$ cat src/design/secopt_pkg.sv
/*
 * Constants for the security-option command handler: frame bytes,
 * command codes, flag bit positions, register map and reset values.
 * Assumes a byte-wide link carrying framed packets in both directions.
 */
package secopt_pkg;

    // Frame bytes
    localparam logic [7:0] CMD_HEADER = 8'h01;
    localparam logic [7:0] DATA_HEADER = 8'h02;
    localparam logic [7:0] FRAME_END = 8'h03;
    localparam logic [7:0] CMD_SEC_GET = 8'hA1;
    localparam logic [7:0] CMD_SEC_RELEASE = 8'hA2;
    localparam logic [7:0] LEN_COMMAND = 8'h01;
    localparam logic [7:0] LEN_STATUS = 8'h01;
    localparam logic [7:0] LEN_INFO = 8'h08;
    localparam logic [7:0] STATUS_ACK = 8'h06;
    localparam logic [7:0] RESERVED_FILL = 8'hFF;

    // Flag byte bit positions
    localparam int FLG_BOOT_SELECT = 0;
    localparam int FLG_BOOT_PROTECT = 1;
    localparam int FLG_ERASE_PROTECT = 2;
    localparam int FLG_WRITE_PROTECT = 4;
    localparam int FLG_TEST_PROTECT = 7;
    // Bits that always read as one
    localparam logic [7:0] FLG_FIXED_ONES = 8'h68;

    // Register byte offsets
    localparam logic [7:0] REG_FLAGS = 8'h00;
    localparam logic [7:0] REG_WINDOW = 8'h04;
    localparam logic [7:0] REG_BOOT_BLOCK = 8'h08;
    localparam logic [7:0] REG_CTRL = 8'h0C;
    localparam logic [7:0] REG_STATUS = 8'h10;

    // Window and control register fields
    localparam int WIN_START_LSB = 0;
    localparam int WIN_END_LSB = 16;
    localparam int CTRL_CMD_ENABLE = 0;

    // Values after reset and after release (erased option state; release keeps a locked write bit low); STATUS_RST after reset only
    localparam logic [7:0] FLAGS_ERASED = 8'hFF;
    localparam logic [7:0] BOOT_BLOCK_ERASED = 8'h00;
    localparam logic [9:0] WIN_START_ERASED = 10'h000;
    localparam logic [9:0] WIN_END_ERASED = 10'h000;
    localparam logic [7:0] STATUS_RST = 8'h00;

endpackage

$ cat src/design/secopt_handler.sv
/*
 * Security-option command handler: parses host command frames from a
 * byte stream, answers with status or information frames, and holds the
 * live security settings, which software also reaches over APB.
 * Assumes bytes arrive already deserialised, synchronous to CLK_I, and
 * that code/data flash blank state and option-area facts come as levels.
 */
// Operation
// - Security-set writes take effect immediately
// - Release refused if erase or boot protect zero
// - Locked write-protect never returns to one
// - Info frame header 02h, length 08h
// - Flag bit 0 reports boot cluster select
// - Bits 1,2 report boot-protect, erase-protect
// - Bits 4,7 report write, test-mode permission
// - Flag bits 3, 5, 6 read one
// - Boot-area last block follows flag byte
// - Window start, ten bits, low byte first
// - Window end minus one, low first
// - ACK frame: 02 01 06 F9 03
// - Error frame: 02 01 status sum 03
// - ACK first, then read and send info
// - Security-get leaves flash unchanged
// - Missing terminator or bad length gives NACK
// - Checksum mismatch gives checksum error
// - Disallowed command gives command number error
// - Release erases options only when all blank
// - Non-blank flash gives blank error, untouched
`timescale 1ns/1ps

module secopt_handler #(
    parameter logic [7:0] STS_NACK = 8'h15,
    parameter logic [7:0] STS_CHECKSUM_ERR = 8'h07,
    parameter logic [7:0] STS_CMD_ERR = 8'h04,
    parameter logic [7:0] STS_PROTECT_ERR = 8'h10,
    parameter logic [7:0] STS_BLANK_ERR = 8'h1B
) (
    input wire logic CLK_I,
    input wire logic SRST_I,
    input wire logic CE_I,
    // APB slave
    input wire logic PSEL_I,
    input wire logic PENABLE_I,
    input wire logic PWRITE_I,
    input wire logic [7:0] PADDR_I,
    input wire logic [31:0] PWDATA_I,
    output logic [31:0] PRDATA_O,
    output logic PREADY_O,
    output logic PSLVERR_O,
    // Byte link
    input wire logic RX_VALID_I,
    input wire logic [7:0] RX_DATA_I,
    output logic RX_READY_O,
    output logic TX_VALID_O,
    output logic [7:0] TX_DATA_O,
    input wire logic TX_READY_I,
    // Flash facts
    input wire logic CODE_BLANK_I,
    input wire logic DATA_BLANK_I,
    input wire logic OPT_C4_BIT0_I,
    input wire logic DF_TAIL_ERASED_I,
    // Live settings
    output logic [7:0] SEC_FLAGS_O,
    output logic [7:0] BOOT_BLOCK_O,
    output logic [9:0] WIN_START_O,
    output logic [9:0] WIN_END_O
);

    typedef enum logic [6:0] {
        ST_HUNT = 7'b000_0001,
        ST_LEN = 7'b000_0010,
        ST_BODY = 7'b000_0100,
        ST_SUM = 7'b000_1000,
        ST_ETX = 7'b001_0000,
        ST_EVAL = 7'b010_0000,
        ST_TX = 7'b100_0000
    } state_t;

    state_t state_r;
    logic [7:0] len_r;
    logic [7:0] cnt_r;
    logic [7:0] cmd_r;
    logic [7:0] sum_acc_r;
    logic [7:0] rx_sum_r;
    logic etx_ok_r;
    logic info_pend_r;
    logic [7:0] pay_r [0:7];
    logic [7:0] tx_len_r;
    logic [3:0] tx_idx_r;
    logic [7:0] tx_sum_r;
    logic [7:0] tx_byte;
    logic [3:0] tx_last;
    logic [7:0] last_sts_r;
    logic cmd_en_r;
    logic wr_lock_r;
    logic [7:0] flags_r;
    logic [7:0] boot_blk_r;
    logic [9:0] win_start_r;
    logic [9:0] win_end_r;
    logic [31:0] prdata_r;
    logic pready_r;
    logic pslverr_r;
    logic rx_take;
    logic apb_setup;
    logic apb_wr;
    logic release_ok;
    logic [7:0] flag_byte;
    logic [7:0] flags_wr;
    logic [9:0] win_end_m1;

    assign rx_take = CE_I && RX_VALID_I && (state_r != ST_EVAL) && (state_r != ST_TX);
    assign apb_setup = PSEL_I && !PENABLE_I;
    assign apb_wr = PSEL_I && PENABLE_I && pready_r && PWRITE_I;

    ////////////////////////////////////////////////////////////////////
    // Reported flag byte

    always_comb begin
        flag_byte = flags_r | secopt_pkg::FLG_FIXED_ONES;
        flag_byte[secopt_pkg::FLG_BOOT_SELECT] =
            flags_r[secopt_pkg::FLG_BOOT_SELECT];
        flag_byte[secopt_pkg::FLG_BOOT_PROTECT] =
            flags_r[secopt_pkg::FLG_BOOT_PROTECT];
        flag_byte[secopt_pkg::FLG_ERASE_PROTECT] =
            flags_r[secopt_pkg::FLG_ERASE_PROTECT];
        flag_byte[secopt_pkg::FLG_WRITE_PROTECT] =
            flags_r[secopt_pkg::FLG_WRITE_PROTECT];
        flag_byte[secopt_pkg::FLG_TEST_PROTECT] =
            flags_r[secopt_pkg::FLG_TEST_PROTECT];
    end

    assign win_end_m1 = win_end_r - 10'h001;

    // Boot, erase and write protection bits may only be lowered by software, never raised
    always_comb begin
        flags_wr = PWDATA_I[7:0];
        flags_wr[secopt_pkg::FLG_BOOT_PROTECT] = PWDATA_I[secopt_pkg::FLG_BOOT_PROTECT]
            & flags_r[secopt_pkg::FLG_BOOT_PROTECT];
        flags_wr[secopt_pkg::FLG_ERASE_PROTECT] = PWDATA_I[secopt_pkg::FLG_ERASE_PROTECT]
            & flags_r[secopt_pkg::FLG_ERASE_PROTECT];
        flags_wr[secopt_pkg::FLG_WRITE_PROTECT] = PWDATA_I[secopt_pkg::FLG_WRITE_PROTECT]
            & flags_r[secopt_pkg::FLG_WRITE_PROTECT];
    end

    // Release needs both protections still at one and all flash blank
    assign release_ok = flags_r[secopt_pkg::FLG_ERASE_PROTECT]
        && flags_r[secopt_pkg::FLG_BOOT_PROTECT]
        && CODE_BLANK_I && DATA_BLANK_I;

    ////////////////////////////////////////////////////////////////////
    // Security settings

    always_ff @(posedge CLK_I) begin
        if (SRST_I) begin
            flags_r <= secopt_pkg::FLAGS_ERASED;
            boot_blk_r <= secopt_pkg::BOOT_BLOCK_ERASED;
            win_start_r <= secopt_pkg::WIN_START_ERASED;
            win_end_r <= secopt_pkg::WIN_END_ERASED;
        end else if (CE_I) begin
            if (state_r == ST_EVAL && etx_ok_r && len_r == secopt_pkg::LEN_COMMAND
                && cmd_en_r && cmd_r == secopt_pkg::CMD_SEC_RELEASE && release_ok
                && (sum_acc_r + rx_sum_r) == 8'h00) begin
                // Erased state, live at once; a locked write bit stays low
                flags_r <= secopt_pkg::FLAGS_ERASED;
                flags_r[secopt_pkg::FLG_WRITE_PROTECT] <= !wr_lock_r;
                boot_blk_r <= secopt_pkg::BOOT_BLOCK_ERASED;
                win_start_r <= secopt_pkg::WIN_START_ERASED;
                win_end_r <= secopt_pkg::WIN_END_ERASED;
            end else if (apb_wr) begin
                unique case (PADDR_I)
                    secopt_pkg::REG_FLAGS: flags_r <= flags_wr;
                    secopt_pkg::REG_WINDOW: begin
                        win_start_r <= PWDATA_I[secopt_pkg::WIN_START_LSB +: 10];
                        win_end_r <= PWDATA_I[secopt_pkg::WIN_END_LSB +: 10];
                    end
                    secopt_pkg::REG_BOOT_BLOCK: boot_blk_r <= PWDATA_I[7:0];
                    default: begin
                    end
                endcase
            end
        end
    end

    // Write-protect lock, caught when the bit is cleared under the condition
    always_ff @(posedge CLK_I) begin
        if (SRST_I) begin
            wr_lock_r <= 1'b0;
        end else if (CE_I) begin
            if (apb_wr && PADDR_I == secopt_pkg::REG_FLAGS
                && flags_r[secopt_pkg::FLG_WRITE_PROTECT]
                && !PWDATA_I[secopt_pkg::FLG_WRITE_PROTECT]
                && OPT_C4_BIT0_I && DF_TAIL_ERASED_I) begin
                wr_lock_r <= 1'b1;
            end
        end
    end

    ////////////////////////////////////////////////////////////////////
    // APB slave, no wait state; read data comes from a flop loaded in the setup cycle

    always_ff @(posedge CLK_I) begin
        if (SRST_I) begin
            pready_r <= 1'b0;
            pslverr_r <= 1'b0;
            prdata_r <= 32'h0000_0000;
        end else if (CE_I) begin
            pready_r <= apb_setup;
            pslverr_r <= 1'b0;
            prdata_r <= 32'h0000_0000;
            if (apb_setup) begin
                unique case (PADDR_I)
                    secopt_pkg::REG_FLAGS: prdata_r <= {24'h00_0000, flag_byte};
                    secopt_pkg::REG_WINDOW: begin
                        prdata_r <= {6'h00, win_end_r, 6'h00, win_start_r};
                    end
                    secopt_pkg::REG_BOOT_BLOCK: prdata_r <= {24'h00_0000, boot_blk_r};
                    secopt_pkg::REG_CTRL: prdata_r <= {31'h0000_0000, cmd_en_r};
                    secopt_pkg::REG_STATUS: begin
                        prdata_r <= {22'h00_0000, wr_lock_r, (state_r != ST_HUNT),
                            last_sts_r};
                    end
                    default: pslverr_r <= 1'b1;
                endcase
            end
        end
    end

    always_ff @(posedge CLK_I) begin
        if (SRST_I) begin
            cmd_en_r <= 1'b1;
        end else if (CE_I && apb_wr && PADDR_I == secopt_pkg::REG_CTRL) begin
            cmd_en_r <= PWDATA_I[secopt_pkg::CTRL_CMD_ENABLE];
        end
    end

    ////////////////////////////////////////////////////////////////////
    // Outgoing byte selection

    assign tx_last = 4'(tx_len_r) + 4'd3;

    always_comb begin
        tx_byte = secopt_pkg::FRAME_END;
        if (tx_idx_r == 4'd0) begin
            tx_byte = secopt_pkg::DATA_HEADER;
        end else if (tx_idx_r == 4'd1) begin
            tx_byte = tx_len_r;
        end else if (tx_idx_r < tx_last - 4'd1) begin
            tx_byte = pay_r[3'(tx_idx_r - 4'd2)];
        end else if (tx_idx_r == tx_last - 4'd1) begin
            tx_byte = 8'h00 - tx_sum_r;
        end
    end

    ////////////////////////////////////////////////////////////////////
    // Frame receive, evaluate and answer

    always_ff @(posedge CLK_I) begin
        if (SRST_I) begin
            state_r <= ST_HUNT;
            len_r <= 8'h00;
            cnt_r <= 8'h00;
            cmd_r <= 8'h00;
            sum_acc_r <= 8'h00;
            rx_sum_r <= 8'h00;
            etx_ok_r <= 1'b0;
            info_pend_r <= 1'b0;
            tx_len_r <= secopt_pkg::LEN_STATUS;
            tx_idx_r <= 4'd0;
            tx_sum_r <= 8'h00;
            TX_VALID_O <= 1'b0;
            TX_DATA_O <= 8'h00;
            last_sts_r <= secopt_pkg::STATUS_RST;
            for (int i = 0; i < 8; i++) begin
                pay_r[i] <= 8'h00;
            end
        end else if (CE_I) begin
            unique case (state_r)
                ST_HUNT: begin
                    // Anything before a command header is dropped
                    if (rx_take && RX_DATA_I == secopt_pkg::CMD_HEADER) begin
                        state_r <= ST_LEN;
                    end
                end
                ST_LEN: begin
                    if (rx_take) begin
                        len_r <= RX_DATA_I;
                        sum_acc_r <= RX_DATA_I;
                        cnt_r <= 8'h00;
                        state_r <= (RX_DATA_I == 8'h00) ? ST_SUM : ST_BODY;
                    end
                end
                ST_BODY: begin
                    if (rx_take) begin
                        if (cnt_r == 8'h00) begin
                            cmd_r <= RX_DATA_I;
                        end
                        sum_acc_r <= sum_acc_r + RX_DATA_I;
                        cnt_r <= cnt_r + 8'h01;
                        if (cnt_r == len_r - 8'h01) begin
                            state_r <= ST_SUM;
                        end
                    end
                end
                ST_SUM: begin
                    if (rx_take) begin
                        rx_sum_r <= RX_DATA_I;
                        state_r <= ST_ETX;
                    end
                end
                ST_ETX: begin
                    if (rx_take) begin
                        etx_ok_r <= (RX_DATA_I == secopt_pkg::FRAME_END);
                        state_r <= ST_EVAL;
                    end
                end
                ST_EVAL: begin
                    tx_len_r <= secopt_pkg::LEN_STATUS;
                    tx_idx_r <= 4'd0;
                    tx_sum_r <= 8'h00;
                    info_pend_r <= 1'b0;
                    state_r <= ST_TX;
                    // Check order: terminator, checksum, command, length
                    if (!etx_ok_r) begin
                        pay_r[0] <= STS_NACK;
                    end else if ((sum_acc_r + rx_sum_r) != 8'h00) begin
                        pay_r[0] <= STS_CHECKSUM_ERR;
                    end else if (!cmd_en_r || (cmd_r != secopt_pkg::CMD_SEC_GET
                        && cmd_r != secopt_pkg::CMD_SEC_RELEASE)) begin
                        pay_r[0] <= STS_CMD_ERR;
                    end else if (len_r != secopt_pkg::LEN_COMMAND) begin
                        pay_r[0] <= STS_NACK;
                    end else if (cmd_r == secopt_pkg::CMD_SEC_GET) begin
                        // Read only; no flash or option change here
                        pay_r[0] <= secopt_pkg::STATUS_ACK;
                        info_pend_r <= 1'b1;
                    end else if (!flags_r[secopt_pkg::FLG_ERASE_PROTECT]
                        || !flags_r[secopt_pkg::FLG_BOOT_PROTECT]) begin
                        pay_r[0] <= STS_PROTECT_ERR;
                    end else if (!CODE_BLANK_I || !DATA_BLANK_I) begin
                        pay_r[0] <= STS_BLANK_ERR;
                    end else begin
                        pay_r[0] <= secopt_pkg::STATUS_ACK;
                    end
                end
                ST_TX: begin
                    if (!TX_VALID_O || TX_READY_I) begin
                        if (tx_idx_r <= tx_last) begin
                            TX_DATA_O <= tx_byte;
                            TX_VALID_O <= 1'b1;
                            tx_idx_r <= tx_idx_r + 4'd1;
                            if (tx_idx_r != 4'd0) begin
                                tx_sum_r <= tx_sum_r + tx_byte;
                            end
                            if (tx_idx_r == 4'd2) begin
                                last_sts_r <= (tx_len_r == secopt_pkg::LEN_STATUS)
                                    ? pay_r[0] : last_sts_r;
                            end
                        end else begin
                            TX_VALID_O <= 1'b0;
                            tx_idx_r <= 4'd0;
                            tx_sum_r <= 8'h00;
                            if (info_pend_r) begin
                                // Flags sampled only after the ACK has gone out
                                info_pend_r <= 1'b0;
                                tx_len_r <= secopt_pkg::LEN_INFO;
                                pay_r[0] <= flag_byte;
                                pay_r[1] <= boot_blk_r;
                                pay_r[2] <= win_start_r[7:0];
                                pay_r[3] <= {6'h00, win_start_r[9:8]};
                                pay_r[4] <= win_end_m1[7:0];
                                pay_r[5] <= {6'h00, win_end_m1[9:8]};
                                pay_r[6] <= secopt_pkg::RESERVED_FILL;
                                pay_r[7] <= secopt_pkg::RESERVED_FILL;
                            end else begin
                                state_r <= ST_HUNT;
                            end
                        end
                    end
                end
            endcase
        end
    end

    // Link inputs ignored while answering; host holds off meanwhile
    always_ff @(posedge CLK_I) begin
        if (SRST_I) begin
            RX_READY_O <= 1'b0;
        end else if (CE_I) begin
            RX_READY_O <= 1'b1;
            if (state_r == ST_ETX && rx_take) begin
                RX_READY_O <= 1'b0;
            end else if (state_r == ST_EVAL || state_r == ST_TX) begin
                RX_READY_O <= (state_r == ST_TX) && (tx_idx_r > tx_last) && !info_pend_r
                    && (!TX_VALID_O || TX_READY_I);
            end
        end
    end

    ////////////////////////////////////////////////////////////////////
    // Outputs

    always_ff @(posedge CLK_I) begin
        if (SRST_I) begin
            SEC_FLAGS_O <= secopt_pkg::FLAGS_ERASED;
            BOOT_BLOCK_O <= secopt_pkg::BOOT_BLOCK_ERASED;
            WIN_START_O <= secopt_pkg::WIN_START_ERASED;
            WIN_END_O <= secopt_pkg::WIN_END_ERASED;
        end else if (CE_I) begin
            SEC_FLAGS_O <= flags_r;
            BOOT_BLOCK_O <= boot_blk_r;
            WIN_START_O <= win_start_r;
            WIN_END_O <= win_end_r;
        end
    end

    assign PRDATA_O = prdata_r;
    assign PREADY_O = pready_r;
    assign PSLVERR_O = pslverr_r;

endmodule

$ cat config.mk
export PLATFORM = sky130hd
export DESIGN_NAME = secopt_handler
export DESIGN_NICKNAME = d
export VERILOG_FILES = /design/src/design/secopt_pkg.sv /design/src/design/secopt_handler.sv
export SDC_FILE = /design/constraint.sdc
export NUM_CORES = 1
export LEC_CHECK = 0
export BUFFER_PORTS_ARGS = -buffer_cell sky130_fd_sc_hd__buf_4
export CORE_MARGIN = 1.5
export CORE_UTILIZATION = 55
export DETAILED_ROUTE_END_ITERATION = 12
export PLACE_DENSITY = 0.88
export SLEW_MARGIN = 20
export SYNTH_ARGS = -nofsm -noshare
export SYNTH_HDL_FRONTEND = slang
export SYNTH_SLANG_ARGS = --single-unit
$ cat constraint.sdc
create_clock -name CLK_I -period 7.3 [get_ports CLK_I]
set_input_delay 0.73 -clock CLK_I [delete_from_list [all_inputs] [get_ports CLK_I]]
set_output_delay 0.73 -clock CLK_I [all_outputs]
set_load 0.02 [all_outputs]
Yosys cells after proc, flatten, opt, wreduce, memory -nomap -nowiden
Memory sizes are Yosys's and may differ from the RTL's. A register that Yosys moved wholly into a read port is not among the register bits.
Cells that the tools add are included.
{"block": "op_classes", "add_sub_neg": 11, "magnitude_cmp": 3, "n_eq_ne": 38, "muxes": 146, "bitwise_logic": 19, "n_reduce_logical": 75}
{"cell": "$mux W8", "count": 36}
{"cell": "$pmux W26 S5", "count": 1}
{"cell": "$mux W1", "count": 83}
{"cell": "$pmux W8 S2", "count": 4}
{"cell": "$mux W7", "count": 9}
{"cell": "$mux W10", "count": 6}
{"cell": "$pmux W7 S7", "count": 1}
{"cell": "$logic_not A8 Y1", "count": 4}
{"cell": "$logic_and A1 B1 Y1", "count": 29}
{"cell": "$mux W26", "count": 1}
{"cell": "$add A8 B8 Y8", "count": 3}
{"cell": "$eq A8 B1 Y1 const B", "count": 3}
{"cell": "$reduce_and A3 Y1", "count": 8}
{"cell": "$ne A2 B2 Y1 const B", "count": 10}
{"cell": "$reduce_and A4 Y1", "count": 5}
{"cell": "$eq A8 B4 Y1 const B", "count": 2}
{"cell": "$eq A8 B8 Y1 const B", "count": 2}
{"cell": "$ne A8 B8 Y1 const B", "count": 2}
{"cell": "$or A1 B1 Y1", "count": 16}
{"cell": "$mux W4", "count": 3}
{"cell": "$reduce_bool A2 Y1", "count": 6}
{"cell": "$logic_not A1 Y1", "count": 10}
{"cell": "$reduce_and A10 Y1", "count": 1}
{"cell": "$sub A10 B1 Y10 const B", "count": 1}
{"cell": "40 further kinds", "count": 46}
{"block": "word_totals", "ff_bits": 187, "mem_bits_rw": 64, "inputBits": 60, "mem_count": 1}
{"name": "pay_r", "words": 8, "word_bits": 8, "read_ports": 2, "rd_ports_with_merged_regs": 1, "wr": 8, "line": "secopt_handler.sv:87", "text": "logic [7:0] pay_r [0:7];"}

Logic depth before layout (Yosys ltp)
Gate-level depths: netlist (run 1).
{"block": "logic_depth", "ltp_word": 17, "ltp_mapped": 17}

Worst setup path after synthesis (run 1)
OpenSTA, ideal clock, no wires.
{"block": "synth_timing", "path_kind": "flip-flop to flip-flop", "startpoint": "register tx_idx_r[0]", "endpoint": "register tx_sum_r[7]", "setup_ns": 0.079, "t_arrival_ns": 3.476, "required_time_ns": 7.221, "setup_slack_ns": 3.745, "stages_incl_launch_ff": 16, "synth_period_minus_slack_ns": 3.555, "path_cell_list": "dfxtp_1 > clkbuf_1 > inv_1 > ha_1 > nor4bb_1 > o21ai_0 > o21ai_0 > o21ai_0 > ha_1 > a211oi_1 > nor2_1 > or4_1 > a21oi_1 > xnor2_1 > a211o_1 > o211ai_1"}
{"block": "synth_between", "elab_chain_len": 10, "word_cells_on_any_way": 19}
{"item": "start: declaration", "line": "secopt_handler.sv:89", "text": "logic [3:0] tx_idx_r;"}
{"item": "start signal: assignment", "line": "secopt_handler.sv:350", "text": "tx_idx_r <= tx_idx_r + 4'd1;"}
{"item": "$sub A3 B2 Y3 / $eq A4 B4 Y1 (equally long branches)", "line": "secopt_handler.sv:248, secopt_handler.sv:249"}
{"item": "$mem_v2 Z8 W8 / $mux W8 (equally long branches)"}
{"item": "$mux W8", "line": "secopt_handler.sv:247", "text": "end else if (tx_idx_r < tx_last - 4'd1) begin"}
{"item": "$mux W8", "line": "secopt_handler.sv:245", "text": "end else if (tx_idx_r == 4'd1) begin"}
{"item": "$mux W8 *", "line": "secopt_handler.sv:243", "text": "if (tx_idx_r == 4'd0) begin"}
{"item": "named net tx_byte[1]", "line": "secopt_handler.sv:91", "text": "logic [7:0] tx_byte;"}
{"item": "$add A8 B8 Y8 *", "line": "secopt_handler.sv:352", "text": "tx_sum_r <= tx_sum_r + tx_byte;"}
{"item": "$mux W8 *", "line": "secopt_handler.sv:351", "text": "if (tx_idx_r != 4'd0) begin"}
{"item": "$mux W8 *", "line": "secopt_handler.sv:347", "text": "if (tx_idx_r <= tx_last) begin"}
{"item": "$mux W8 *", "line": "secopt_handler.sv:346", "text": "if (!TX_VALID_O || TX_READY_I) begin"}
{"item": "$pmux W8 S2 *", "line": "secopt_handler.sv:277", "text": "unique case (state_r)"}
{"item": "end signal: assignment", "line": "secopt_handler.sv:352"}
{"item": "end: declaration", "line": "secopt_handler.sv:90", "text": "logic [7:0] tx_sum_r;"}
Mark *: on every way through the listed nets, which the timed path passes. The rest lies on a longest branch. The select of a mux whose other input is x is not followed.
A chain may end at the register's enable or synchronous reset.

Worst setup path in the final report (run 1)
Ends and elaborated chain as after synthesis.

==> metrics.md, run 1 <==
| Metric | Value |
|---|---|
| PortBufs | 115 |
| Outcome | completed |
| Peak VDD IR | 147.8 uV |
| Top post-synthesis cells by count | nor2_1 (193), dfxtp_1 (176), mux2i_1 (96) |
| Post-DP HPWL | 19.67 mm |
| Worst path required time | about 7.8 ns |
| Fmax | between 200 and 250 MHz |
| RSZ-0062 raised after global routing | false |
| Mean area per synthesized cell | 9.072 um2 |
| Sink Count | 212 |
| CTS root buf | clkbuf_16 |
| Reg clk slew, reported paths | ~0.07 ns |
| Critical path class | reg -> reg |
| Vias | 9429 |
| N_diodes | 0 |
| Placed Instances | 1490 |
| Cts bufs inserted | 23 |
| Initial drt markers | 861 |
| Starting density of the core | a little under three fifths |
| First-pass GRT wire length | 45.02 mm |
| Row count | 50 |
| Layout cell share with drive strength beyond 1 | roughly 14% |
| Minimum clock period | 4.511 ns |
| CP Launch Type | register |
| Die H | between 100 and 150 um |
| Setup crit end kind | register |
| Vias in the first global route | 8790 |
| Hold Buf Count CTS | 0 |
| Drt via density | 6.155 |
| Grt ovf | 0 |
| Final Hold Viols | 0 |
| Synth Flop Type | dfxtp_1 |
| FF-to-FF setup slack | 2.79 ns |
| Initial antenna violation count | 0 |
| Count of pins over their slew limit | 0 |
| CTS tree | built |
| Hold EP | win_end_r[5] |
| Post-CTS Setup Bufs | 0 |
| Most frequent cell after synthesis | nor2_1 |
| Library cells used by synthesis | 83 |
| Max-Cap Viols | 0 |
| Area leader, netlist | dfxtp_1 |
| Worst-Margin Slew | approximately 1 ns |
| Register area share after synthesis | 42.80% |
| Synth area leaders | dfxtp_1 (33%), edfxtp_1 (10%), mux2i_1 (8.9%), nor2_1 (6.7%), ha_1 (4.3%) |
| Power density cells | between 200 and 250 nW/um2 |
| Post-route insts no fill | between 1500 and 2000 |
| Hold Path Class | in -> reg |
| Tcrit/Tclk final | 61.80% |
| Worst slew margin | 31.35% |
| HP Start | PWDATA_I[21] |
| Worst skew pair latency | ~0.53 ns |
| DRT Pass-1 Iters | 5 |
| Remaining DRCs | 0 |
| Max Buffers Root-to-Sink | 3 |
| Setup Skew | 0.02138 ns |
| Cell Area, Synth | 10760 um2 |
| Die ar. | 20410 um2 |
| Fin nets | roughly 1400 |
| Routed wire per std cell | around 18 um |
| Capture point of the worst reg-to-reg path | tx_sum_r[7] |
| Share of the synthesized area in the top cell type | 32.75% |
| Final setup fails | 0 |
| Largest net degree at the start of global routing | 81 |
| H-tree levels | 1 |
| Crit Reg-Reg Startpoint | tx_idx_r[0] |
| Global-route usage over all layers | around 27% |
| Setup TNS | 0 ns |
| Area grow syn2layout | 15.36% |
| I/O Pins | 140 |
| Crit path arrival time | 4.96 ns |
| Total leakage power | 0.005159 uW |
| Yosys warns | 0 |
| Routability cong. | 0.9242 |
| Worst-case reg-to-reg path depth | 14 |
| Final wirelength | 28.29 mm |
| Async set-reset flop share out of synthesis | 0% |
| Post_cts resized | 0 |
| EDFF count, synth | 36 |
| Synthesized flop and latch total | around 210 |
| Core area | 18960 um2 |
| Antenna viol nets, final | 0 |
| Mapped Cells | between 1000 and 1500 |
| Hold depth | 3 |
| Critical Path Fanout Max | 18 |
| Die Span X | 142.9 um |
==> worst max-delay path by stage <==
stage	slack, ns	endpoint	startpoint
2_1_floorplan	3.75	tx_sum_r[7]	tx_idx_r[0]
3_3_place_gp	3.06	tx_sum_r[7]	tx_idx_r[0]
3_5_place_dp	2.97	tx_sum_r[7]	tx_idx_r[0]
4_1_cts	2.88	tx_sum_r[7]	tx_idx_r[0]
5_1_grt	2.50	tx_sum_r[7]	tx_idx_r[0]
6_report	2.79	tx_sum_r[7]	tx_idx_r[0]
==> cells in the final DEF (no fill, tap or decap), drive strengths merged, types with 6 or more instances in the layout <==
cell / count
o21a: 6
a31oi: 9
nand4: 7
o211ai: 7
xor2: 20
edfxtp: 36
xnor2: 17
nor2: 193
o22ai: 6
nor4: 6
dfxtp: 176
nor2b: 16
a211oi: 13
nand2b: 7
clkbuf: 28
nor3: 25
buf: 116
a21o: 8
a32oi: 32
clkinv: 10
a22oi: 22
nand3: 25
nand2: 74
and3: 33
or3: 8
a21oi: 66
inv: 37
mux2i: 96
o21ai: 42
ha: 37
conb: 12
and2: 7
==> metal layers <==
| metal | vias to the layer above | share of wire [%] | global-route usage, % |
|---|---|---|---|
| li1 | 4381 | - | - |
| met1 | 4551 | 42 | 36.16 |
| met2 | 426 | 47 | 45.58 |
| met3 | 71 | 8.3 | 5.265 |
| met4 | 0 | 2.7 | 8.844 |
| met5 | - | 0 | 0 |
==> per-stage QoR <==
| stage | hold WS, ns | utilization, % | total power (uW) | area [um2] | worst slack, ns |
|---|---|---|---|---|---|
| global route | 0.4274 | 65.48 | 2560 | 12410 | 2.505 |
| detailed placement | 0.4643 | 61.31 | 1328 | 11620 | 2.969 |
| CTS | 0.4214 | 65.44 | 2502 | 12400 | 2.881 |
| global placement | 0.4598 | 61.31 | 1325 | 11620 | 3.059 |
| finish | 0.4290 | 65.48 | 2502 | 12410 | 2.789 |
| floorplan | 0.4443 | - | 1288 | 10800 | 3.746 |
==> layout make-up <==
type                            count  area (um2)
Timing Repair Buffer              116       870.8
Fill cell                        1462        6544
Inverter                           36       135.1
Multi-Input combinational cell    866        5694
Sequential cell                   212        4604
Clock inverter                     14       147.6
Clock buffer                       28       634.4
Tap cell                          260       325.3
==> kinds of logic after synthesis <==
family,count (synthesis),synth area share (%)
XOR/XNOR,37,3.012
flip-flops,212,42.80
other,1,0.03485
adder cells (fa/ha/maj),40,4.861
AO/OA/AOI/OAI,251,15.99
multiplexers,100,9.559
buffers and inverters,119,4.803
AND/OR/NAND/NOR,426,18.94
==> state kept, by name, indices dropped and copies added, names as in the netlist, 10 cells and up <==
| signal | flops |
|---|---|
| PRDATA_O | 20 |
| WIN_END_O | 10 |
| WIN_START_O | 10 |
| pay_r | 36 |
| win_end_r | 10 |
| win_start_r | 10 |
==> critical path, cell delays in order (launching register included) <==
cell	delay, ns
dfxtp_1	0.77
inv_1	0.27
ha_1	0.40
nor4bb_1	0.48
o21a_1	0.29
a32oi_1	0.13
a211oi_1	0.43
ha_1	0.34
o21ai_0	0.13
nor2_1	0.09
or4_1	0.41
a21oi_1	0.19
xnor2_1	0.11
a211o_1	0.30
o211ai_1	0.08
==> power by group <==
group / internal [uW] / leakage [uW] / total (uW) / switching, uW
logic: 35.6 / 0.00301 / 102 / 66.1
clock network: 697 / 0.000389 / 1200 / 500
registers: 1200 / 0.00176 / 1200 / 5.08
No activity file was read; power rests on OpenSTA's default activity.
==> run 2, diff against run 1 <==
- CORE_UTILIZATION: 55 -> 53
- PLACE_DENSITY: 0.88 -> 0.89
- clock period: 7.3 -> 4.07 ns (I/O delays scaled with it)
==> run 2 against run 1 <==
  * Worst setup slack got worse by 2.4 ns
  * Register-to-register slack got worse by 2.4 ns
  * Cell area increased by 0.12%
  * Hold slack got worse by 0.31 ns
  * Combinational power increased by 78%
  * Non-clock buffer count increased by 8
  * Largest cell class unchanged
==> metrics.md, run 2 (synthesis results as in run 1) <==
| Metric | Value |
|---|---|
| Pint | 3394 uW (+76%) |
| Core area | 19720 um2 (+4.0%) |
| Die H | 145.5 um (+1.8%) |
| Vias in the first global route | 9028 (+2.7%) |
| Most flop-heavy register | pay_r |
| Max reg flops | 36 (unchanged) |
| Row count | 51 (+2.0%) |
| Area grow syn2layout | 15.50% |
| Setup TNS | 0 ns (unchanged) |
| Count of pins over their slew limit | 0 (unchanged) |
| Routed wire per std cell | 18.70 um (+1.3%) |
| Combinational power share | 4.2% (about the same) |
| Final Hold Viols | 0 (unchanged) |
| Minimum clock period | 3.673 ns (-0.8377 ns) |
| Die ar. | 21160 um2 (+3.7%) |
| Crit path arrival time | 4.11 ns (-0.85 ns) |
| CP Launch Type | register |
| Clock network fraction of design power | 46.5% (-1.3 points) |
| PortBufs | 115 (unchanged) |
| Grt ovf | 0 (unchanged) |
| Worst path required time | 4.51 ns (-3.24 ns) |
| Sink Count | 212 (unchanged) |
| Largest net degree at the start of global routing | 98 (+21%) |
| First-pass GRT wire length | 46.25 mm (+2.7%) |
| Hold EP | win_end_r[0] |
| Vias | 9441 (+0.13%) |
| Initial antenna violation count | 0 (unchanged) |
| Power density cells | 351.8 nW/um2 (+75%) |
| Critical Path Fanout Max | 6 (-12) |
| Worst-case reg-to-reg path depth | 14 (unchanged) |
| Fill count | 1515 (+3.6%) |
| Initial drt markers | 941 (+9.3%) |
| CTS root buf | clkbuf_16 |
| Met1 wire length | 11.71 mm (-0.77%) |
| Antenna viol nets, final | 0 (unchanged) |
| Cts bufs inserted | 23 (unchanged) |
| I/O Pins | 140 (unchanged) |
| Power Total | 4372 uW (+75%) |
| Layout cell share with drive strength beyond 1 | 14.55% (+0.32 points) |
| Setup crit end kind | register |
| Reg area | 4604 um2 (unchanged) |
| Sw Share | 22.37% (-0.44 points) |
| N_diodes | 0 (unchanged) |
| Post-DP HPWL | 20.30 mm (+3.2%) |
| Die Span X | 145.5 um (+1.8%) |
| Worst skew pair latency | 0.52 ns (about the same) |
| H-tree levels | 1 (unchanged) |
| Global-route usage over all layers | 26.48% (-0.99 points) |
| Most frequent cells in the layout | nor2_1 (193), dfxtp_1 (176), buf_4 (124) |
| Capture point of the worst reg-to-reg path | tx_sum_r[7] |
| Max Used Layer | met4 |
| Outcome | completed |
| NetSw | 978.0 uW (+71%) |
| Fmax | 272.2 MHz (+23%) |
| Hold depth | 3 (unchanged) |
| Crit Reg-Reg Startpoint | tx_len_r[0] |
| Worst-Margin Slew | 1.168 ns (+0.1380 ns) |
| Max-Cap Viols | 0 (unchanged) |
| Tcrit/Tclk final | 90.26% (+28 points) |
| FF-to-FF setup slack | 0.40 ns (-2.39 ns) |
| Hold Path Class | in -> reg |
| Fin nets | 1363 (+0.59%) |
| Remaining DRCs | 0 (unchanged) |
| DRT Pass-1 Iters | 6 (+1) |
| Setup Skew | 0.01707 ns (-0.004310 ns) |
| Routability cong. | 0.9072 (-1.8%) |
| HP Start | PWDATA_I[16] |
| Starting density of the core | 54.57% (-2.2 points) |
| Post-CTS Setup Bufs | 0 (unchanged) |
| Area occupied by multi-input gates | 5693 um2 (about the same) |
| Final wirelength | 28.85 mm (+2.0%) |
| Detailed route wirelength on metal2 | 13.51 mm (+1.1%) |
| Worst slew margin | 21.99% (-9.4 points) |
| Max Buffers Root-to-Sink | 3 (unchanged) |
| Final setup fails | 0 (unchanged) |
| Total leakage power | 0.005175 uW (+0.33%) |
| Peak VDD IR | 278.4 uV (+88%) |
| Sequential share of power | 49.4% (+1.3 points) |
| RSZ-0062 raised after global routing | false |
| CTS tree | built |
| Critical path class | reg -> reg |
| Reg clk slew, reported paths | 0.06 ns (about the same) |
| Commonest non-fill, non-tap cell in the layout | nor2_1 |
| Met3 routed WL | 2.573 mm (+9.3%) |
| Drt via density | 6.119 (-0.59%) |
-- run 2: changes by cell type in the layout (fill, tap and decap cells not counted), sizes merged --
| cell | delta |
|---|---|
| buf | +8 |
| clkinv | -3 |
| bufinv | -1 |
| clkbuf | +2 |
-- run 2: worst max path at each step --
stage,start,to
2_1_floorplan,tx_idx_r[0],tx_sum_r[7]
3_3_place_gp,tx_len_r[0],tx_sum_r[7]
3_5_place_dp,tx_len_r[0],tx_sum_r[7]
4_1_cts,tx_len_r[0],tx_sum_r[7]
5_1_grt,tx_len_r[0],tx_sum_r[7]
6_report,tx_len_r[0],tx_sum_r[7]
-- run 2: layout make-up --
cell class / instances / area share, %
Clock buffer: 30 / 5.175
Clock inverter: 10 / 0.7149
Inverter: 36 / 1.087
Multi-Input combinational cell: 866 / 45.81
Sequential cell: 212 / 37.05
Tap cell: 265 / 2.668
Timing Repair Buffer: 124 / 7.491
-- run 2: worst max-delay path, cell delays in order (launching register included) --
cell and delay (ns):
dfxtp_1 0.44, inv_1 0.12, ha_1 0.33, nor4bb_2 0.38, o21a_1 0.26, a32oi_1 0.11, a211oi_1 0.38, ha_1 0.32
o21ai_0 0.11, nor2_1 0.09, or4_1 0.41, a21oi_1 0.17, xnor2_1 0.10, a211o_1 0.30, o211ai_1 0.09
-- run 2: power groups by stage --
stage | Clock, uW | Combinational (uW) | Sequential (uW)
floorplan | 0 | 109 | 2200
global route | 2150 | 192 | 2160
global placement | 0 | 175 | 2200
finish | 2030 | 182 | 2160
detailed placement | 0 | 177 | 2200
CTS | 2050 | 178 | 2160
-- run 2: stage by stage --
step	utilization [%]	cells	hold slack [ns]	worst slack, ns	instance area [um2]
global placement	59.28	1503	0.4583	0.5019	11690
CTS	62.99	1543	0.1161	0.3616	12420
global route	63.02	1543	0.1141	0.1009	12430
finish	63.02	1543	0.1200	0.3966	12430
floorplan	-	1197	0.4443	0.5155	10800
detailed placement	59.28	1503	0.4710	0.4171	11690
-- run 2: repair_timing --
| action | in CTS | in global routing |
|---|---|---|
| resized for setup | 0 | 1 |
| endpoints found under the setup margin | 0 | 1 |
| hold buffers | 0 | 0 |
-- run 2: layer usage --
layer | track usage [%] | vias to the layer above
met5 | 0 | -
met4 | 11.48 | 0
met3 | 4.107 | 90
met2 | 43.95 | 505
met1 | 34.29 | 4453
li1 | - | 4393
